==> config.mk <==
export PLATFORM = sky130hd
export DESIGN_NAME = pfr_fault_ctrl
export DESIGN_NICKNAME = d
export VERILOG_FILES = /design/src/pkg/pfr_pkg.sv /design/src/design/pfr_fault_ctrl.sv /design/src/design/pfr_tick.sv
export VERILOG_INCLUDE_DIRS = /design/src /design/src/pkg
export SDC_FILE = /design/constraint.sdc
export NUM_CORES = 1
export LEC_CHECK = 0
export BUFFER_PORTS_ARGS = -buffer_cell sky130_fd_sc_hd__buf_2
export CAP_MARGIN = 5
export CORE_ASPECT_RATIO = 2
export CORE_MARGIN = 10
export CORE_UTILIZATION = 55
export CTS_CLUSTER_DIAMETER = 200
export DETAILED_ROUTE_END_ITERATION = 8
export PLACE_DENSITY_LB_ADDON = 0.2
export REMOVE_ABC_BUFFERS = 1
export SLEW_MARGIN = 20
export SYNTH_ARGS = -nofsm -noshare
export SYNTH_HDL_FRONTEND = slang
export SYNTH_HIERARCHICAL = 1
export SYNTH_SLANG_ARGS = --single-unit
==> constraint.sdc <==
create_clock -name core_clk_i -period 2 [get_ports core_clk_i]
set_clock_uncertainty 0.1 [all_clocks]
set_input_delay 0.6 -clock core_clk_i [delete_from_list [all_inputs] [get_ports core_clk_i]]
set_output_delay 0.6 -clock core_clk_i [all_outputs]
set_load 0.05 [all_outputs]
==> src/pkg/pfr_defs.svh <==
`ifndef PFR_DEFS_SVH
`define PFR_DEFS_SVH

`define PFR_CMD_STATUS 8'hd8
`define PFR_CMD_CFG    8'hd9
`define PFR_CMD_RETRY  8'hda
`define PFR_CMD_ADDR   8'hdb

`define PFR_CFG_RST    16'h0000
`define PFR_RETRY_RST  16'h0000
`define PFR_CFG_WMASK  16'h83ff
`define PFR_CFG_PEAK   15
`define PFR_NFAULT     5

`define PFR_ST_OV      5
`define PFR_ST_UV      9
`define PFR_ST_OC      4
`define PFR_ST_OT      13
`define PFR_ST_NC      11
`define PFR_ST_TEMP    2
`define PFR_ST_OTHER   0

`define PFR_ADDR_BASE  7'h40

`define PFR_TICK_US     100
`define PFR_CLK_MHZ     100
`define PFR_TICK_CYCLES (`PFR_TICK_US * `PFR_CLK_MHZ)
`define PFR_TICK_W      14
`endif

==> src/pkg/pfr_pkg.sv <==
`include "pfr_defs.svh"
package pfr_pkg;
	typedef enum logic [1:0] {
		PFR_ACT_REPORT = 2'h0,
		PFR_ACT_LATCH  = 2'h1,
		PFR_ACT_RETRY  = 2'h2,
		PFR_ACT_STORE  = 2'h3
	} pfr_act_e;

	typedef enum logic [2:0] {
		PFR_IDLE  = 3'h0,
		PFR_ADDR  = 3'h1,
		PFR_CMD   = 3'h2,
		PFR_WDATA = 3'h3,
		PFR_ACK   = 3'h4,
		PFR_RDATA = 3'h5,
		PFR_RACK  = 3'h6
	} pfr_bus_st_e;

	typedef struct packed {
		logic [`PFR_TICK_W-1:0] cnt;
		logic                   tick;
	} pfr_tick_s;

	typedef struct packed {
		logic                   scl_m;
		logic                   scl_s;
		logic                   scl_d;
		logic                   sda_m;
		logic                   sda_s;
		logic                   sda_d;
		logic [2:0]             strap_m;
		logic [2:0]             strap_s;
		logic [1:0]             boot;
		logic [6:0]             addr;
		pfr_bus_st_e            st;
		pfr_bus_st_e            ack_to;
		logic [3:0]             bcnt;
		logic [7:0]             sh;
		logic [7:0]             cmd;
		logic [1:0]             nbytes;
		logic [7:0]             wlo;
		logic [7:0]             whi;
		logic [7:0]             tx;
		logic                   rd_hi;
		logic                   host_ack;
		logic                   sda_oe;
		logic [15:0]            cfg;
		logic [15:0]            retry;
		logic [`PFR_NFAULT-1:0] status;
		logic                   alert_n;
		logic                   pol_off;
		logic                   pend;
		logic [15:0]            rcnt;
		logic                   op_d;
		logic                   en;
		logic                   ramp;
		logic                   peak;
	} pfr_state_s;
endpackage

==> src/design/pfr_fault_ctrl.sv <==
`timescale 1ns/1ps
`include "pfr_defs.svh"
module pfr_fault_ctrl #(
	parameter int unsigned TICK_CYCLES = `PFR_TICK_CYCLES
) (
	input  wire logic                   core_clk_i,
	input  wire logic                   nrst_i,
	input  wire logic                   scl_i,
	input  wire logic                   sda_i,
	output logic                        sda_o,
	output logic                        sda_oe_o,
	input  wire logic [2:0]             address_strap_pins_i,
	input  wire logic [`PFR_NFAULT-1:0] fault_det_i,
	input  wire logic                   clear_faults_i,
	input  wire logic                   operation_on_i,
	output logic                        pol_enable_out_o,
	output logic                        fault_alert_n_o,
	output logic                        reference_dac_ramp_o,
	output logic                        peak_save_req_o,
	output logic [6:0]                  slave_address_o,
	output logic [`PFR_NFAULT-1:0]      fault_status_o
);
	localparam pfr_pkg::pfr_state_s RST = '{
		scl_m: 1'b1, scl_s: 1'b1, scl_d: 1'b1,
		sda_m: 1'b1, sda_s: 1'b1, sda_d: 1'b1,
		cfg: `PFR_CFG_RST, retry: `PFR_RETRY_RST,
		alert_n: 1'b1, st: pfr_pkg::PFR_IDLE, ack_to: pfr_pkg::PFR_IDLE,
		default: '0
	};

	pfr_pkg::pfr_state_s s;
	pfr_pkg::pfr_state_s n;
	logic                   tick;
	logic [`PFR_NFAULT-1:0] latch_hit;
	logic [`PFR_NFAULT-1:0] retry_hit;
	logic [`PFR_NFAULT-1:0] save_hit;

	pfr_tick #(
		.TICK_CYCLES(TICK_CYCLES)
	) u_tick (
		.core_clk_i(core_clk_i),
		.nrst_i    (nrst_i),
		.tick_o    (tick)
	);

	// per-fault action decode
	genvar i;
	generate
		for (i = 0; i < `PFR_NFAULT; i++) begin : g_act
			pfr_pkg::pfr_act_e act;
			assign act          = pfr_pkg::pfr_act_e'(s.cfg[2*i+1:2*i]);
			assign latch_hit[i] = fault_det_i[i] && act == pfr_pkg::PFR_ACT_LATCH;
			assign retry_hit[i] = fault_det_i[i] && act == pfr_pkg::PFR_ACT_RETRY;
			assign save_hit[i]  = fault_det_i[i] && act != pfr_pkg::PFR_ACT_REPORT;
		end
	endgenerate

	always_comb begin
		logic        scl_rise;
		logic        scl_fall;
		logic        start_c;
		logic        stop_c;
		logic [15:0] rd_word;
		scl_rise = 1'b0;
		scl_fall = 1'b0;
		start_c  = 1'b0;
		stop_c   = 1'b0;
		rd_word  = 16'h0000;
		n        = s;
		n.peak   = 1'b0;

		// pin synchronisers
		n.scl_m   = scl_i;
		n.scl_s   = s.scl_m;
		n.scl_d   = s.scl_s;
		n.sda_m   = sda_i;
		n.sda_s   = s.sda_m;
		n.sda_d   = s.sda_s;
		n.strap_m = address_strap_pins_i;
		n.strap_s = s.strap_m;
		scl_rise  = s.scl_s && !s.scl_d;
		scl_fall  = !s.scl_s && s.scl_d;
		start_c   = s.scl_s && s.scl_d && s.sda_d && !s.sda_s;
		stop_c    = s.scl_s && s.scl_d && !s.sda_d && s.sda_s;

		// strap capture after reset release
		if (s.boot != 2'h3) begin
			n.boot = s.boot + 2'h1;
		end
		if (s.boot == 2'h2) begin
			n.addr = `PFR_ADDR_BASE | {4'h0, s.strap_s};
		end

		// read-back word
		case (s.cmd)
			`PFR_CMD_STATUS: begin
				rd_word[`PFR_ST_OV]    = s.status[0];
				rd_word[`PFR_ST_UV]    = s.status[1];
				rd_word[`PFR_ST_OC]    = s.status[2];
				rd_word[`PFR_ST_OT]    = s.status[3];
				rd_word[`PFR_ST_NC]    = s.status[4];
				rd_word[`PFR_ST_TEMP]  = s.status[3];
				rd_word[`PFR_ST_OTHER] = s.status[1] | s.status[4];
			end
			`PFR_CMD_CFG:   rd_word = s.cfg;
			`PFR_CMD_RETRY: rd_word = s.retry;
			`PFR_CMD_ADDR:  rd_word = {9'h000, s.addr};
			default:        rd_word = 16'h0000;
		endcase

		// bus slave
		if (start_c) begin
			n.st     = pfr_pkg::PFR_ADDR;
			n.bcnt   = 4'h0;
			n.nbytes = 2'h0;
		end else if (stop_c) begin
			if (s.nbytes == 2'h2) begin
				case (s.cmd)
					`PFR_CMD_CFG:   n.cfg = {s.whi, s.wlo} & `PFR_CFG_WMASK;
					`PFR_CMD_RETRY: n.retry = {s.whi, s.wlo};
					`PFR_CMD_ADDR: begin
						if (s.boot == 2'h3) begin
							n.addr = s.wlo[6:0];
						end
					end
					default: ;
				endcase
			end
			n.st     = pfr_pkg::PFR_IDLE;
			n.nbytes = 2'h0;
		end else begin
			unique case (s.st)
				pfr_pkg::PFR_IDLE: ;
				pfr_pkg::PFR_ADDR, pfr_pkg::PFR_CMD, pfr_pkg::PFR_WDATA: begin
					if (scl_rise && s.bcnt != 4'h8) begin
						n.sh   = {s.sh[6:0], s.sda_s};
						n.bcnt = s.bcnt + 4'h1;
					end else if (scl_fall && s.bcnt == 4'h8) begin
						n.bcnt = 4'h0;
						n.st   = pfr_pkg::PFR_ACK;
						if (s.st == pfr_pkg::PFR_ADDR) begin
							if (s.sh[7:1] != s.addr) begin
								n.st = pfr_pkg::PFR_IDLE;
							end else if (s.sh[0]) begin
								n.ack_to = pfr_pkg::PFR_RDATA;
								n.tx     = rd_word[7:0];
								n.rd_hi  = 1'b0;
							end else begin
								n.ack_to = pfr_pkg::PFR_CMD;
							end
						end else if (s.st == pfr_pkg::PFR_CMD) begin
							n.cmd    = s.sh;
							n.ack_to = pfr_pkg::PFR_WDATA;
						end else begin
							n.ack_to = pfr_pkg::PFR_WDATA;
							if (s.nbytes == 2'h0) begin
								n.wlo    = s.sh;
								n.nbytes = 2'h1;
							end else if (s.nbytes == 2'h1) begin
								n.whi    = s.sh;
								n.nbytes = 2'h2;
							end else begin
								n.st     = pfr_pkg::PFR_IDLE;
								n.nbytes = 2'h3;
							end
						end
					end
				end
				pfr_pkg::PFR_ACK: begin
					if (scl_fall) begin
						n.st = s.ack_to;
					end
				end
				pfr_pkg::PFR_RDATA: begin
					if (scl_fall) begin
						if (s.bcnt == 4'h7) begin
							n.st       = pfr_pkg::PFR_RACK;
							n.bcnt     = 4'h0;
							n.host_ack = 1'b0;
						end else begin
							n.tx   = {s.tx[6:0], 1'b0};
							n.bcnt = s.bcnt + 4'h1;
						end
					end
				end
				pfr_pkg::PFR_RACK: begin
					if (scl_rise) begin
						n.host_ack = !s.sda_s;
					end else if (scl_fall) begin
						if (s.host_ack && !s.rd_hi) begin
							n.tx    = rd_word[15:8];
							n.rd_hi = 1'b1;
							n.st    = pfr_pkg::PFR_RDATA;
						end else begin
							n.st = pfr_pkg::PFR_IDLE;
						end
					end
				end
			endcase
		end
		n.sda_oe = (n.st == pfr_pkg::PFR_ACK) || (n.st == pfr_pkg::PFR_RDATA && !n.tx[7]);

		// fault response
		n.op_d = operation_on_i;
		if (operation_on_i != s.op_d) begin
			n.pol_off = 1'b0;
			n.pend    = 1'b0;
		end
		if (tick && s.pend) begin
			if (s.rcnt == 16'h0000) begin
				n.pol_off = 1'b0;
				n.pend    = 1'b0;
			end else begin
				n.rcnt = s.rcnt - 16'h0001;
			end
		end
		if (|retry_hit) begin
			n.pol_off = 1'b1;
			n.pend    = 1'b1;
			n.rcnt    = s.retry;
		end
		if (|latch_hit) begin
			n.pol_off = 1'b1;
			n.pend    = 1'b0;
		end
		if (clear_faults_i) begin
			n.status = '0;
		end
		n.status  = n.status | fault_det_i;
		n.alert_n = ~|n.status;
		n.peak    = s.cfg[`PFR_CFG_PEAK] && |save_hit;
		n.en      = operation_on_i && !n.pol_off;
		n.ramp    = n.pol_off;
	end

	always_ff @(posedge core_clk_i or negedge nrst_i) begin
		if (!nrst_i) begin
			s <= RST;
		end else begin
			s <= n;
		end
	end

	assign sda_o                = 1'b0;
	assign sda_oe_o             = s.sda_oe;
	assign pol_enable_out_o     = s.en;
	assign fault_alert_n_o      = s.alert_n;
	assign reference_dac_ramp_o = s.ramp;
	assign peak_save_req_o      = s.peak;
	assign slave_address_o      = s.addr;
	assign fault_status_o       = s.status;
endmodule

==> src/design/pfr_tick.sv <==
`timescale 1ns/1ps
`include "pfr_defs.svh"
module pfr_tick #(
	parameter int unsigned TICK_CYCLES = `PFR_TICK_CYCLES
) (
	input  wire logic core_clk_i,
	input  wire logic nrst_i,
	output logic      tick_o
);
	pfr_pkg::pfr_tick_s s;
	pfr_pkg::pfr_tick_s n;

	// free-running 100us tick
	always_comb begin
		n = s;
		n.tick = 1'b0;
		if (s.cnt == `PFR_TICK_W'(TICK_CYCLES - 1)) begin
			n.cnt  = '0;
			n.tick = 1'b1;
		end else begin
			n.cnt = s.cnt + `PFR_TICK_W'(1);
		end
	end

	always_ff @(posedge core_clk_i or negedge nrst_i) begin
		if (!nrst_i) begin
			s <= '0;
		end else begin
			s <= n;
		end
	end

	assign tick_o = s.tick;
endmodule

==> results_dict.tcl <==
set metrics [dict create \
    synth-edff-count 0 \
    rows 58 \
    die_area_um2 17900 \
    p_total_mw 7.86 \
    fillerInstances 798 \
    async_reset_ff_frac 1.00 \
    period_minus_slack_ns 2.32 \
    design.core.area_um2 12600 \
    yosysWarnings 6 \
    clk_latency_ns 0.42 \
    setup.worst_path.end_class "flop" \
    syn_area_per_cell_um2 11.3 \
    critical_path_peak_fanout 5 \
    drc 0 \
    detail_route.vias_per_cell 6.14 \
    finalWeightedCongestion 0.910 \
    syn2layout_area_growth_pct 35.2 \
    slew_violations 0 \
    layout.area.seq_um2 3640 \
    chipHeight_um 179 \
    timing_worst_slew_pin_value_ns 0.562 \
    worst_ep_arrival_time_ns 2.52 \
    finalCritPeriodShare 1.16 \
    drt-pass1-iter-count 5 \
    post-synth-top-area-fraction 0.494 \
    placement.io_buffers 30 \
    yosys.cell_types.count 66 \
    synth_flop_type "sky130_fd_sc_hd__dfrtp_1" \
    setup_repair_after_global_routing_missed_its_margin "yes" \
    cts_root_buf "sky130_fd_sc_hd__clkbuf_16" \
    drv.max_cap_violation_count 0 \
    fmax_mhz 431 \
    worst_slack_ns -0.319 \
    cts_buffers 17 \
    p_per_area_nw_per_um2 832 \
    number_of_setup_violations_in_the_final_report 57 \
    nets 797 \
    synth.largest_area_cell "sky130_fd_sc_hd__dfrtp_1" \
    outcome "finished with violations" \
    violated_checks "negative setup slack" \
    final_layout_size_suffix_gt1_frac 0.463 \
    gr-total-overflow 0 \
    synthesized_flop_and_latch_total 145 \
    post_synth_top_cells "sky130_fd_sc_hd__dfrtp_1 (138), sky130_fd_sc_hd__mux2_2 (66), sky130_fd_sc_hd__nor2_1 (55), sky130_fd_sc_hd__nand2_1 (38), sky130_fd_sc_hd__a21oi_1 (32)" \
    path_category_of_the_worst_min_delay_check "in -> async" \
    ctsHoldBuffers 0 \
    top_level_ports 32 \
    grt_pass1_vias 6136 \
    ctsLongestPathBuffers 2 \
    clock-sinks 145 \
    cts-htree-levels 4 \
    initial_core_util 0.557 \
    ys_top_cells_by_area "sky130_fd_sc_hd__dfrtp_1 (49%), sky130_fd_sc_hd__mux2_2 (11%), sky130_fd_sc_hd__nor2_1 (3.0%)" \
    placed_cell_area_um2 8020 \
    max_slew_headroom 0.623 \
    synth.most_common_cell "sky130_fd_sc_hd__dfrtp_1" \
    global_route_wire_length_before_repair_um 32100 \
    antenna_found_initial 0 \
    drt-wirelength-per-cell_um 23.1 \
    antenna_violating_nets_post_route 0 \
    count_of_antenna_diodes_in_the_layout 0 \
    finish.instance_area_um2 9450 \
    finalHoldViolCount 0 \
    hpwl_after_dpl_um 14500 \
    cts_tree "done" \
    route.vias.total 5765 \
    timing.critical_path.required_ns 2.20 \
    finalHoldWorstSlack_ns 0.00386 \
    finalWirelength_um 21700 \
    postSynthCellCount 616 \
    drt_iter0_drc 446 \
    total_leakage_power_nw 4.45 \
    timing.setup.critical_path_class "reg -> reg" \
    synth-seq-area-share 0.520 \
    grt_util_all_layers 0.228 \
    synth_area_um2 6990 \
    multi_input_area_um2 3620 \
    setup.worst_path.start_class "flop" \
    die_x_um 99.7 \
    dp_slack_ns -0.248 \
    grt_start_max_net_pins 40 \
    power.ir.vdd_worst_mv 0.836 \
    cts.clk_slew.worst_paths_ns 0.07 \
]
## layout by cell type, fill, tap and decap left out, types with 7 or more instances in the layout
cell	instances
sky130_fd_sc_hd__dfstp_2	7
sky130_fd_sc_hd__buf_6	24
sky130_fd_sc_hd__xor2_1	15
sky130_fd_sc_hd__o21ai_0	15
sky130_fd_sc_hd__mux2_2	52
sky130_fd_sc_hd__dfrtp_1	136
sky130_fd_sc_hd__buf_4	112
sky130_fd_sc_hd__nand3b_1	12
sky130_fd_sc_hd__xnor2_1	16
sky130_fd_sc_hd__buf_2	29
sky130_fd_sc_hd__a22o_1	9
sky130_fd_sc_hd__mux2_4	15
sky130_fd_sc_hd__nand3_1	12
sky130_fd_sc_hd__inv_1	15
sky130_fd_sc_hd__nor2_1	47
sky130_fd_sc_hd__clkbuf_16	18
sky130_fd_sc_hd__nand2_1	35
sky130_fd_sc_hd__a21oi_1	26
## what timing repair did
item	CTS	global route
setup buffers	16	21
cloned	2	2
gates resized for setup	51	93
setup endpoints to repair	51	92
pin swaps	43	41
## flip-flops by register name (all words and copies together), names as in the netlist, 5 cells and up
name,flops
fault_status_o,5
g_act.act,10
n,7
s,96
slave_address_o,7
u_tick/s,14
## worst paths after layout
check | from | endpoint | slack (ns) | cells after the start
max in group asynchronous | nrst_i | s[85] | 1.15 | 2
min | nrst_i | s[61] | 0.004 | 1
min in group core_clk_i | scl_i | n[134] | 0.18 | 1
max | s[9] | s[12] | -0.32 | 6
min reg2reg | n[126] | s[126] | 0.25 | 0
max reg2reg | s[9] | s[12] | -0.32 | 6
## final cells by class
cell class / count / area share
sequential: 145 / 0.385
multi-input combinational: 424 / 0.383
timing repair buffer: 172 / 0.146
clock buffer: 18 / 0.0465
tap: 150 / 0.0199
clock inverter: 14 / 0.0128
inverter: 16 / 0.00636
## worst max-delay path, cell delays in order, from the launching register on
cell                       delay (ns)
sky130_fd_sc_hd__dfrtp_1         0.40
sky130_fd_sc_hd__or4_4           0.60
sky130_fd_sc_hd__or4_4           0.53
sky130_fd_sc_hd__nand4b_4        0.15
sky130_fd_sc_hd__nor2_1          0.08
sky130_fd_sc_hd__xnor2_1         0.22
sky130_fd_sc_hd__a21oi_1         0.11
## where the power goes
group          internal (mW)  leakage, nW  switching (mW)
Combinational          0.687         2.34           0.946
Sequential              3.08         1.84           0.121
Clock                   1.66        0.266            1.36
Total                   5.43         4.45            2.43
## cells by family (layout without fill, tap and decap cells)
| group | Yosys count | in the layout | synth area share |
|---|---|---|---|
| simple gates | 202 | 202 | 0.165 |
| flops | 145 | 145 | 0.520 |
| compound gates | 104 | 104 | 0.0972 |
| mux | 77 | 77 | 0.130 |
| buf+inv | 47 | 220 | 0.0326 |
| xor+xnor | 33 | 33 | 0.0414 |
| fa+ha+maj | 7 | 7 | 0.0125 |
| other cells | 1 | 1 | 0.000537 |
## metal layers
metal | vias up | part of all wire | GRT usage
met5 | - | 0 | 0
met4 | 0 | 0.082 | 0.167
met3 | 119 | 0.042 | 0.0426
met2 | 241 | 0.55 | 0.405
met1 | 2884 | 0.33 | 0.223
li1 | 2521 | - | -
## metrics by stage
step	utilization	cells	setup TNS [ns]
floorplan	-	585	-26.83
CTS	0.708	921	-3.40
finish	0.753	939	-6.54
detailed placement	0.639	871	-4.07
global route	0.753	939	-11.21
global placement	0.639	871	-2.36
No activity file was read; power rests on OpenSTA's default activity.
